### src/ssfp_map.vh
`ifndef SSFP_MAP_VH
`define SSFP_MAP_VH

// status byte field positions
`define SSFP_ST_BUSY      0
`define SSFP_ST_WEL       1
`define SSFP_ST_BP_LO     2
`define SSFP_ST_BP_HI     5
`define SSFP_ST_INC       6
`define SSFP_ST_LOCK      7

// status reset values
`define SSFP_BP_RST       4'h7
`define SSFP_LOCK_RST     1'h0

// erase kinds and their alignment shifts
`define SSFP_ER_SECTOR    2'h0
`define SSFP_ER_BLK32     2'h1
`define SSFP_ER_BLK64     2'h2
`define SSFP_SH_SECTOR    12
`define SSFP_SH_BLK32     15
`define SSFP_SH_BLK64     16

// serial framing
`define SSFP_BYTE_BITS    3'h7
`define SSFP_SYNC_RST     3'h7

`endif

### src/ssfp_port.v
`timescale 1ns/1ps
`include "ssfp_map.vh"
module ssfp_port #(
  parameter AW = 24
) (
  // clock and reset
  input  wire          mclk,
  input  wire          rst_n,
  input  wire          clk_en,
  // serial pins
  input  wire          sck,
  input  wire          si,
  input  wire          ce_n,
  input  wire          hold_n,
  input  wire          wp_n,
  output reg           so_q,
  output reg           so_oe_q,
  // core status inputs
  input  wire          busy,
  input  wire          wel,
  input  wire          auto_increment_program,
  input  wire          rdy_busy_en,
  // read data source
  input  wire [7:0]    tx_data,
  input  wire          tx_status_sel,
  // status write from the command decoder
  input  wire          status_wr,
  input  wire [7:0]    status_wdata,
  // erase request
  input  wire          erase_req,
  input  wire [1:0]    erase_kind,
  input  wire [AW-1:0] erase_addr,
  // received bytes and state
  output reg  [7:0]    rx_byte_q,
  output reg           rx_valid_q,
  output reg           rx_cmd_q,
  output reg           sel_q,
  output reg           pause_q,
  output reg           frame_start_q,
  output reg           frame_end_q,
  output reg  [7:0]    status_q,
  output reg           status_rej_q,
  output reg           erase_go_q,
  output reg  [AW-1:0] erase_base_q
);
  wire [2:0] pin_s;
  wire       sck_s;
  wire       ce_n_s;
  wire       hold_n_s;
  reg        si_s1_q;
  reg        si_s2_q;
  reg        wp_s1_q;
  reg        wp_s2_q;
  reg        sck_d1_q;
  reg        ce_d1_q;
  reg  [2:0] bit_q;
  reg  [6:0] in_sh_q;
  reg  [7:0] out_sh_q;
  reg        first_q;
  reg        seen_rise_q;
  reg  [3:0] bp_q;
  reg        lock_q;
  wire       sck_rise;
  wire       sck_fall;
  wire       ce_fall;
  wire       ce_rise;
  wire       active;
  wire [7:0] status_now;
  wire [7:0] tx_src;
  reg  [AW-1:0] mask_d;

  // sck, ce_n, hold_n synchronised together
  ssfp_sync #(
    .W   (3),
    .RST (`SSFP_SYNC_RST)
  ) u_sync (
    .mclk   (mclk),
    .rst_n  (rst_n),
    .clk_en (clk_en),
    .d      ({sck, ce_n, hold_n}),
    .q      (pin_s)
  );
  assign sck_s    = pin_s[2];
  assign ce_n_s   = pin_s[1];
  assign hold_n_s = pin_s[0];

  // data and protect pins, same two-stage depth keeps si aligned to sck
  always @(posedge mclk or negedge rst_n) begin
    if (!rst_n) begin
      si_s1_q <= 1'b0;
      si_s2_q <= 1'b0;
      wp_s1_q <= 1'b1;
      wp_s2_q <= 1'b1;
    end else if (clk_en) begin
      si_s1_q <= si;
      si_s2_q <= si_s1_q;
      wp_s1_q <= wp_n;
      wp_s2_q <= wp_s1_q;
    end
  end

  always @(posedge mclk or negedge rst_n) begin
    if (!rst_n) begin
      // matches the sync chain reset, no edge seen at release
      sck_d1_q <= 1'b1;
      ce_d1_q  <= 1'b1;
    end else if (clk_en) begin
      sck_d1_q <= sck_s;
      ce_d1_q  <= ce_n_s;
    end
  end

  // edges found from samples, idle level irrelevant
  assign sck_rise = sck_s & ~sck_d1_q;
  assign sck_fall = ~sck_s & sck_d1_q;
  assign ce_fall  = ~ce_n_s & ce_d1_q;
  assign ce_rise  = ce_n_s & ~ce_d1_q;
  assign active   = sel_q & ~pause_q & ~ce_n_s;

  // busy and mode bits come live from the core
  assign status_now = {lock_q, auto_increment_program, bp_q, wel, busy};
  assign tx_src     = tx_status_sel ? status_now : tx_data;

  // selection, pause and framing
  always @(posedge mclk or negedge rst_n) begin
    if (!rst_n) begin
      sel_q         <= 1'b0;
      pause_q       <= 1'b0;
      frame_start_q <= 1'b0;
      frame_end_q   <= 1'b0;
    end else if (clk_en) begin
      frame_start_q <= 1'b0;
      frame_end_q   <= 1'b0;
      if (ce_rise) begin
        // deselect while paused clears pause as well
        sel_q       <= 1'b0;
        pause_q     <= 1'b0;
        frame_end_q <= sel_q;
      end else if (ce_fall) begin
        // only a falling select opens a command
        sel_q         <= 1'b1;
        pause_q       <= 1'b0;
        frame_start_q <= 1'b1;
      end else if (sel_q && !sck_s) begin
        // hold_n changes pause only during clock-low phase
        pause_q <= ~hold_n_s;
      end
    end
  end

  // input shifter, bit counter and byte hand-off
  always @(posedge mclk or negedge rst_n) begin
    if (!rst_n) begin
      bit_q       <= 3'h0;
      in_sh_q     <= 7'h00;
      rx_byte_q   <= 8'h00;
      rx_valid_q  <= 1'b0;
      rx_cmd_q    <= 1'b0;
      first_q     <= 1'b0;
      seen_rise_q <= 1'b0;
    end else if (clk_en) begin
      rx_valid_q <= 1'b0;
      if (ce_fall || ce_rise) begin
        // a partial byte is dropped on any select change
        bit_q       <= 3'h0;
        first_q     <= 1'b1;
        seen_rise_q <= 1'b0;
      end else if (active && sck_rise) begin
        seen_rise_q <= 1'b1;
        bit_q       <= bit_q + 3'h1;
        in_sh_q     <= {in_sh_q[5:0], si_s2_q};
        if (bit_q == `SSFP_BYTE_BITS) begin
          // msb arrives first; first byte marked as command
          rx_byte_q  <= {in_sh_q, si_s2_q};
          rx_valid_q <= 1'b1;
          rx_cmd_q   <= first_q;
          first_q    <= 1'b0;
        end
      end
    end
  end

  // output shifter and drive
  always @(posedge mclk or negedge rst_n) begin
    if (!rst_n) begin
      out_sh_q <= 8'h00;
      so_q     <= 1'b0;
      so_oe_q  <= 1'b0;
    end else if (clk_en) begin
      if (!active || ce_fall) begin
        so_oe_q <= 1'b0;
      end else if (rdy_busy_en && auto_increment_program) begin
        so_q    <= ~busy;
        so_oe_q <= 1'b1;
      end else if (sck_fall && seen_rise_q) begin
        // next bit on falling clock; mode 3 first fall skipped
        so_oe_q <= 1'b1;
        if (bit_q == 3'h0) begin
          so_q     <= tx_src[7];
          out_sh_q <= {tx_src[6:0], 1'b0};
        end else begin
          so_q     <= out_sh_q[7];
          out_sh_q <= {out_sh_q[6:0], 1'b0};
        end
      end
    end
  end

  // status register with lock gating
  always @(posedge mclk or negedge rst_n) begin
    if (!rst_n) begin
      bp_q         <= `SSFP_BP_RST;
      lock_q       <= `SSFP_LOCK_RST;
      status_q     <= 8'h00;
      status_rej_q <= 1'b0;
    end else if (clk_en) begin
      status_rej_q <= 1'b0;
      status_q     <= status_now;
      if (status_wr) begin
        // lock bit only counts while write-protect is low
        if (wp_s2_q || !lock_q) begin
          bp_q   <= status_wdata[`SSFP_ST_BP_HI:`SSFP_ST_BP_LO];
          lock_q <= status_wdata[`SSFP_ST_LOCK];
        end else begin
          status_rej_q <= 1'b1;
        end
      end
    end
  end

  always @* begin
    case (erase_kind)
      `SSFP_ER_SECTOR: mask_d = {AW{1'b1}} << `SSFP_SH_SECTOR;
      `SSFP_ER_BLK32:  mask_d = {AW{1'b1}} << `SSFP_SH_BLK32;
      `SSFP_ER_BLK64:  mask_d = {AW{1'b1}} << `SSFP_SH_BLK64;
      default:         mask_d = {AW{1'b0}};
    endcase
  end

  always @(posedge mclk or negedge rst_n) begin
    if (!rst_n) begin
      erase_go_q   <= 1'b0;
      erase_base_q <= {AW{1'b0}};
    end else if (clk_en) begin
      // unknown kind refused and base zeroed; other kinds force base to their boundary
      erase_go_q <= erase_req && (erase_kind != 2'h3);
      if (erase_req) begin
        erase_base_q <= erase_addr & mask_d;
      end
    end
  end
endmodule // ssfp_port

### src/ssfp_sync.v
`timescale 1ns/1ps
module ssfp_sync #(
  parameter       W   = 3,
  parameter [W-1:0] RST = {W{1'b1}}
) (
  // clock and reset
  input  wire         mclk,
  input  wire         rst_n,
  input  wire         clk_en,
  // pins in, synchronised out
  input  wire [W-1:0] d,
  output wire [W-1:0] q
);
  reg [W-1:0] s1_q;
  reg [W-1:0] s2_q;

  genvar i;
  generate
    for (i = 0; i < W; i = i + 1) begin : g_bit
      // first stage feeds the second only
      always @(posedge mclk or negedge rst_n) begin
        if (!rst_n) begin
          s1_q[i] <= RST[i];
          s2_q[i] <= RST[i];
        end else if (clk_en) begin
          s1_q[i] <= d[i];
          s2_q[i] <= s1_q[i];
        end
      end
    end
  endgenerate

  assign q = s2_q;
endmodule // ssfp_sync

### config.mk
export PLATFORM = sky130hd
export DESIGN_NAME = ssfp_port
export DESIGN_NICKNAME = d
export VERILOG_FILES = /design/src/ssfp_port.v /design/src/ssfp_sync.v
export VERILOG_INCLUDE_DIRS = /design/src /design/src/src
export SDC_FILE = /design/constraint.sdc
export NUM_CORES = 1
export LEC_CHECK = 0
export ABC_CLOCK_PERIOD_IN_PS = 1900
export BUFFER_PORTS_ARGS = -buffer_cell sky130_fd_sc_hd__buf_4
export CORE_MARGIN = 1.5
export CORE_UTILIZATION = 45
export CTS_CLUSTER_DIAMETER = 50
export DETAILED_ROUTE_END_ITERATION = 8
export PLACE_DENSITY = 0.75
export SLEW_MARGIN = 30
export SYNTH_ARGS = -nofsm -noshare
export SYNTH_HDL_FRONTEND = slang
export SYNTH_SLANG_ARGS = --single-unit
### constraint.sdc
create_clock -name mclk -period 1.9 [get_ports mclk]
set_input_delay 0.095 -clock mclk [delete_from_list [all_inputs] [get_ports mclk]]
set_output_delay 0.095 -clock mclk [all_outputs]
set_load 0.01 [all_outputs]
Yosys cells after proc, flatten, opt, wreduce, memory -nomap -nowiden --
Index checks and enable logic that the tools add are counted.
Storage, ports and cells: logic and storage cells 113, flip-flop bits (word level) 87
Cells by class: bitwise logic cells 17, equality and inequality tests 4, reduce and logical (&&, ||, !) cells 30, add/subtract/negate cells 1, multiplexer cells 29
Operator list (number):
- 24-bit case mux with 3 select lines | 1
- 24-bit bitwise AND | 1
- 1-bit two-way mux | 24
- 8-bit two-way mux | 2
- 3-bit AND reduction | 4
- 1-bit inverter | 10
- 2-bit AND reduction | 5
- 4-bit AND reduction | 2
- 2-bit nonzero test | 4
- 1-bit bitwise AND | 6
- 3-bit two-way mux | 2
- 3-bit nonzero test | 2
- 1-bit logical AND | 5
- 3-bit by 1-bit adder with 3-bit output, second input constant | 1
- 3-bit equality test, second input constant | 1
- 1-bit zero test | 3
- 3-bit zero test | 1
- 1-bit logical OR | 3
- 2-bit by 1-bit equality test with 1-bit output, second input constant | 1
- 2-bit equality test, second input constant | 1
- 2-bit zero test | 1
- 2-bit inequality test, second input constant | 1

Depth between registers and ports, before layout --
depth after elaboration 7, gate-level depth with buffers 7

Hierarchy --
Synthesis repeated with hierarchy kept, for this count alone.
Second synthesis, totals: cell total of the unflattened synthesis 253, area, all modules 3216.8 µm²
By module, submodules not included:
- ssfp_port | sequential area each 1710.4 µm², cells an instance 240, area each 2957.8 µm², instances 1
- ssfp_sync | sequential area each 157.7 µm², cells an instance 13, area each 259.0 µm², instances 1

Worst setup path after synthesis --
OpenSTA, ideal clock, no wires.
kind reg2reg, start register u_sync.s2_q[1] (netlist: u_sync.q[1]), end register out_sh_q[5], required time 1764 ps, setup time 136 ps, arrival 1739 ps, setup slack 25 ps, buffers on the path 1, clock period less this slack 1875 ps, cell stages (with the launch flop) 8, path through dfstp_2 -> inv_1 -> ha_1 -> nor4b_1 -> nand3b_1 -> clkbuf_1 -> nand2_1 -> o21ai_0
Between the ends: longest elaborated chain between the ends 6, elaborated cells on any way between the ends 7, classes of those cells bitwise: 4; reduce/logical: 3
RTL lines:
- from (decl) | line ssfp_sync.v:15 | reg [W-1:0] s2_q;
- from (signal, indexed assignment) | line ssfp_sync.v:24 | s2_q[i] <= RST[i];
- from (signal, indexed assignment) | line ssfp_sync.v:27 | s2_q[i] <= s1_q[i];
- 1-bit inverter * | line ssfp_port.v:116, ssfp_port.v:118
- 1-bit bitwise AND | line ssfp_port.v:118 | assign active = sel_q & ~pause_q & ~ce_n_s;
- 1-bit zero test | line ssfp_port.v:190 | if (!active || ce_fall) begin
- 1-bit logical OR * | line ssfp_port.v:190
- 1-bit inverter (no source line) *
- 4-bit AND reduction (no source line) *
- to (signal assigned) | line ssfp_port.v:200 | out_sh_q <= {tx_src[6:0], 1'b0};
- to (signal assigned) | line ssfp_port.v:203 | out_sh_q <= {out_sh_q[6:0], 1'b0};
- to (decl) | line ssfp_port.v:58 | reg [7:0] out_sh_q;
Mark *: on every way between the ends. The rest lies on a longest branch, timed or not. A chain may end at the register's enable or synchronous reset.

Final worst setup path --
start register u_sync.s2_q[1] (netlist: u_sync.q[1]), end register out_sh_q[1]
Same word-level chain as after synthesis.

==> impl_metrics.json <==
{
  "status": "complete, no violations",
  "async_flop_share_pct": 100.0,
  "clk_path_buf_depth": 2,
  "setup_tns_ns": 0,
  "detail_route.wl_per_cell_um": 14.19,
  "critPathMaxStageDelay_ns": 0.54,
  "cp-end-kind": "flip-flop",
  "grt.total_usage_pct": 19.20,
  "seq_area_frac_synth_pct": 58.78,
  "fill_cells": 520,
  "yosys.area.top_type": "dfrtp_1",
  "die_w_um": 87.04,
  "min_to": "lock_q",
  "dieArea_mm2": 0.007575,
  "irDropWorstVdd_uv": 557.3,
  "core_area_mm2": 0.006794,
  "power_density_mw_per_mm2": 952.1,
  "cts_root_buf": "clkbuf_8",
  "clock_sinks": 74,
  "period_share_pct": 95.04,
  "antenna_found_initial": 0,
  "p_leak_nw": 2.096,
  "synth_warnings": 0,
  "cts_tree": "yes",
  "setup_violations": 0,
  "synth_seq_cells": 74,
  "numPortBuffers": 79,
  "num_vias": 2319,
  "ioPinCount": 107,
  "seqPwrFrac_pct": 48.5,
  "place_ws_ns": 0.03001,
  "r2r-start": "u_sync.q[1]",
  "fmax_mhz": 553.8,
  "fin_area_mm2": 0.004330,
  "dp_hpwl_um": 4589,
  "insertion_delay_ns": 0.34,
  "h-tree-depth": 3,
  "p_int_mw": 2.929,
  "worstPathRequired_ns": 2.15,
  "synthFlopType": "dfrtp_1",
  "die_h_um": 87.04,
  "reg2reg_to": "out_sh_q[1]",
  "grt_max_degree": 39,
  "cts_buffers": 9,
  "crit_path_frequent_cell": "buf_4",
  "critPathSlowestCell": "dfstp_2",
  "critPathKind": "reg -> reg",
  "synth_top_area_share_pct": 48.03,
  "hold_viol_final": 0,
  "drive_gt1_share_pct": 42.78,
  "drtIter0Drc": 100,
  "final_antenna_net_count": 0,
  "syn_to_final_growth_pct": 36.26,
  "overflow": 0,
  "reg2reg_slack_ns": 0.09,
  "max-cap-violations": 0,
  "setup_ws_ns": 0.09419,
  "path_depth": 7,
  "routed_via_density": 4.934,
  "hold_class": "in -> reg",
  "rows": 30,
  "fin_hold_ws_ns": 0.02693,
  "ff2ff_path_depth": 7,
  "hold-path-cell-count": 2,
  "min_period_ns": 1.806,
  "finClkSkew_ns": 0.006881,
  "syn_inst": 255,
  "hp-start": "status_wdata[7]",
  "pwr-share-clk_pct": 29.3,
  "diodes": 0,
  "place_congestion": 0.7514,
  "p_sw_mw": 1.194,
  "drc": 0,
  "critPathLaunchType": "flip-flop",
  "switching_share_pct": 28.96,
  "cts.clk_slew.worst_paths_ns": 0.08,
  "cp_num_buf_inv": 3,
  "dr.pass1.iters": 5,
  "netlist_top_cells_area": "dfrtp_1, mux2_2, dfstp_2, a22o_1, o21ai_0",
  "wl_um": 6668,
  "final_nets": 431,
  "power_mw": 4.123,
  "report.final.slew_viol_count": 0,
  "postSynthAreaPerCell_um2": 12.46,
  "initial_utilization_pct": 46.78,
  "syn-cell-area_mm2": 0.003178,
  "dpl_cell_area_mm2": 0.003890,
  "grt_pass1_wl_um": 11240,
  "synth_cell_type_count": 35,
  "synth_edf_count": 0,
  "critPathMaxFanout": 14,
  "crit_arrival_ns": 2.05,
  "path_delay_family": "flip-flops",
  "grt_pass1_vias": 2364,
  "rsz0062_at_grt": "no",
  "pwr-share-comb_pct": 22.3,
  "path_cells": "inv_1 > ha_1 > nor4b_2 > buf_4 > nand3b_1 > buf_4 > o31ai_1"
}
==> final cells by class <==
cell class / instances / area, µm² / share of cell area, %
clock buffers: 10 / 127.6 / 2.947
clock inverters: 6 / 66.31 / 1.531
inverters: 11 / 41.29 / 0.9535
multi-input cells: 161 / 1194 / 27.56
flip-flops and latches: 74 / 1868 / 43.14
well taps: 96 / 120.1 / 2.774
repair buffers: 112 / 913.4 / 21.09
==> worst register-to-register path, cell delays in order (launching register included) <==
cell      delay, ns
dfstp_2        0.54
inv_1          0.06
ha_1           0.24
nor4b_2        0.23
buf_4          0.16
nand3b_1       0.08
buf_4          0.18
o31ai_1        0.22
==> cells in the final DEF (no fill, tap or decap), types with 2 or more instances in the layout <==
cell	instances
a21o_1	2
a21oi_1	9
a22o_1	11
buf_4	87
clkbuf_8	9
clkinvlp_4	3
conb_1	12
dfrtp_1	61
dfstp_2	13
dlygate4sd3_1	24
ha_1	5
inv_1	11
mux2_2	39
mux2i_1	8
nand2_1	23
nand2b_1	3
nand3_1	5
nor2_1	9
o21ai_0	18
o31ai_1	2
==> state kept, by name (all words and copies together) (netlist names), 3 cells and up <==
signal and cells:
status_q 8, rx_byte_q 8, u_sync.q 3, bit_q 3, bp_q 4, erase_base_q 12
in_sh_q 7, u_sync.s1_q 3, out_sh_q 7
==> how the worst max path moves through the flow <==
stage,endpoint,from,slack (ns)
5_1_grt,out_sh_q[1],u_sync.q[1],0.04
4_1_cts,out_sh_q[1],u_sync.q[1],0.007
3_3_place_gp,out_sh_q[1],u_sync.q[1],0.08
3_5_place_dp,out_sh_q[1],u_sync.q[1],0.03
6_report,out_sh_q[1],u_sync.q[1],0.09
2_1_floorplan,out_sh_q[5],u_sync.q[1],0.03
==> metal layers <==
metal  GRT usage (%)  wire length [µm]  vias up
met1           24.89              2938     1130
met2           30.44              3264       82
met5               0                 0        -
met3           6.730               430        5
li1                -                 -     1102
met4           5.718                35        0
==> cells by family after synthesis <==
| kind of cell | count (synthesis) | synth area share (%) |
|---|---|---|
| muxes | 47 | 16.34 |
| AOI/OAI and AO/OA | 47 | 9.488 |
| adders and majority gates | 5 | 1.969 |
| other | 1 | 0.1180 |
| buffers and inverters | 31 | 5.158 |
| DFF | 74 | 58.78 |
| and+or+nand+nor | 50 | 8.150 |
==> repair_timing <==
item | 4_1_cts | 5_1_grt
resized for setup | 0 | 1
hold endpoints to repair | 49 | 2
hold buffers | 22 | 2
setup endpoints to repair | 0 | 2
buffers inserted | 0 | 0
==> Yosys cell counts, types with 2 or more instances <==
cell type,count
nand2_1,23
a21oi_1,9
inv_1,11
dfrtp_1,61
a21o_1,2
o21ai_0,18
clkbuf_1,4
mux2i_1,8
nand2b_1,3
buf_4,12
nand3_1,5
buf_1,2
ha_1,5
dfstp_2,13
buf_2,2
nor2_1,9
a22o_1,11
o31ai_1,2
mux2_2,39
==> power by group through the flow <==
| stage | registers [mW] | clock network (mW) | logic (mW) |
|---|---|---|---|
| 2_1_floorplan | 2.04 | 0 | 0.468 |
| 6_report | 2.00 | 1.21 | 0.918 |
| 3_3_place_gp | 2.01 | 0 | 0.850 |
| 5_1_grt | 2.04 | 1.31 | 1.02 |
| 3_5_place_dp | 2.02 | 0 | 0.876 |
| 4_1_cts | 2.00 | 1.23 | 0.917 |
==> stage by stage <==
step                util (%)  std cells
floorplan                  -        266
global placement       57.26        430
detailed placement     57.26        430
CTS                    63.35        468
global route           63.74        470
finish                 63.74        470
Power figures use the tool's default switching activity.
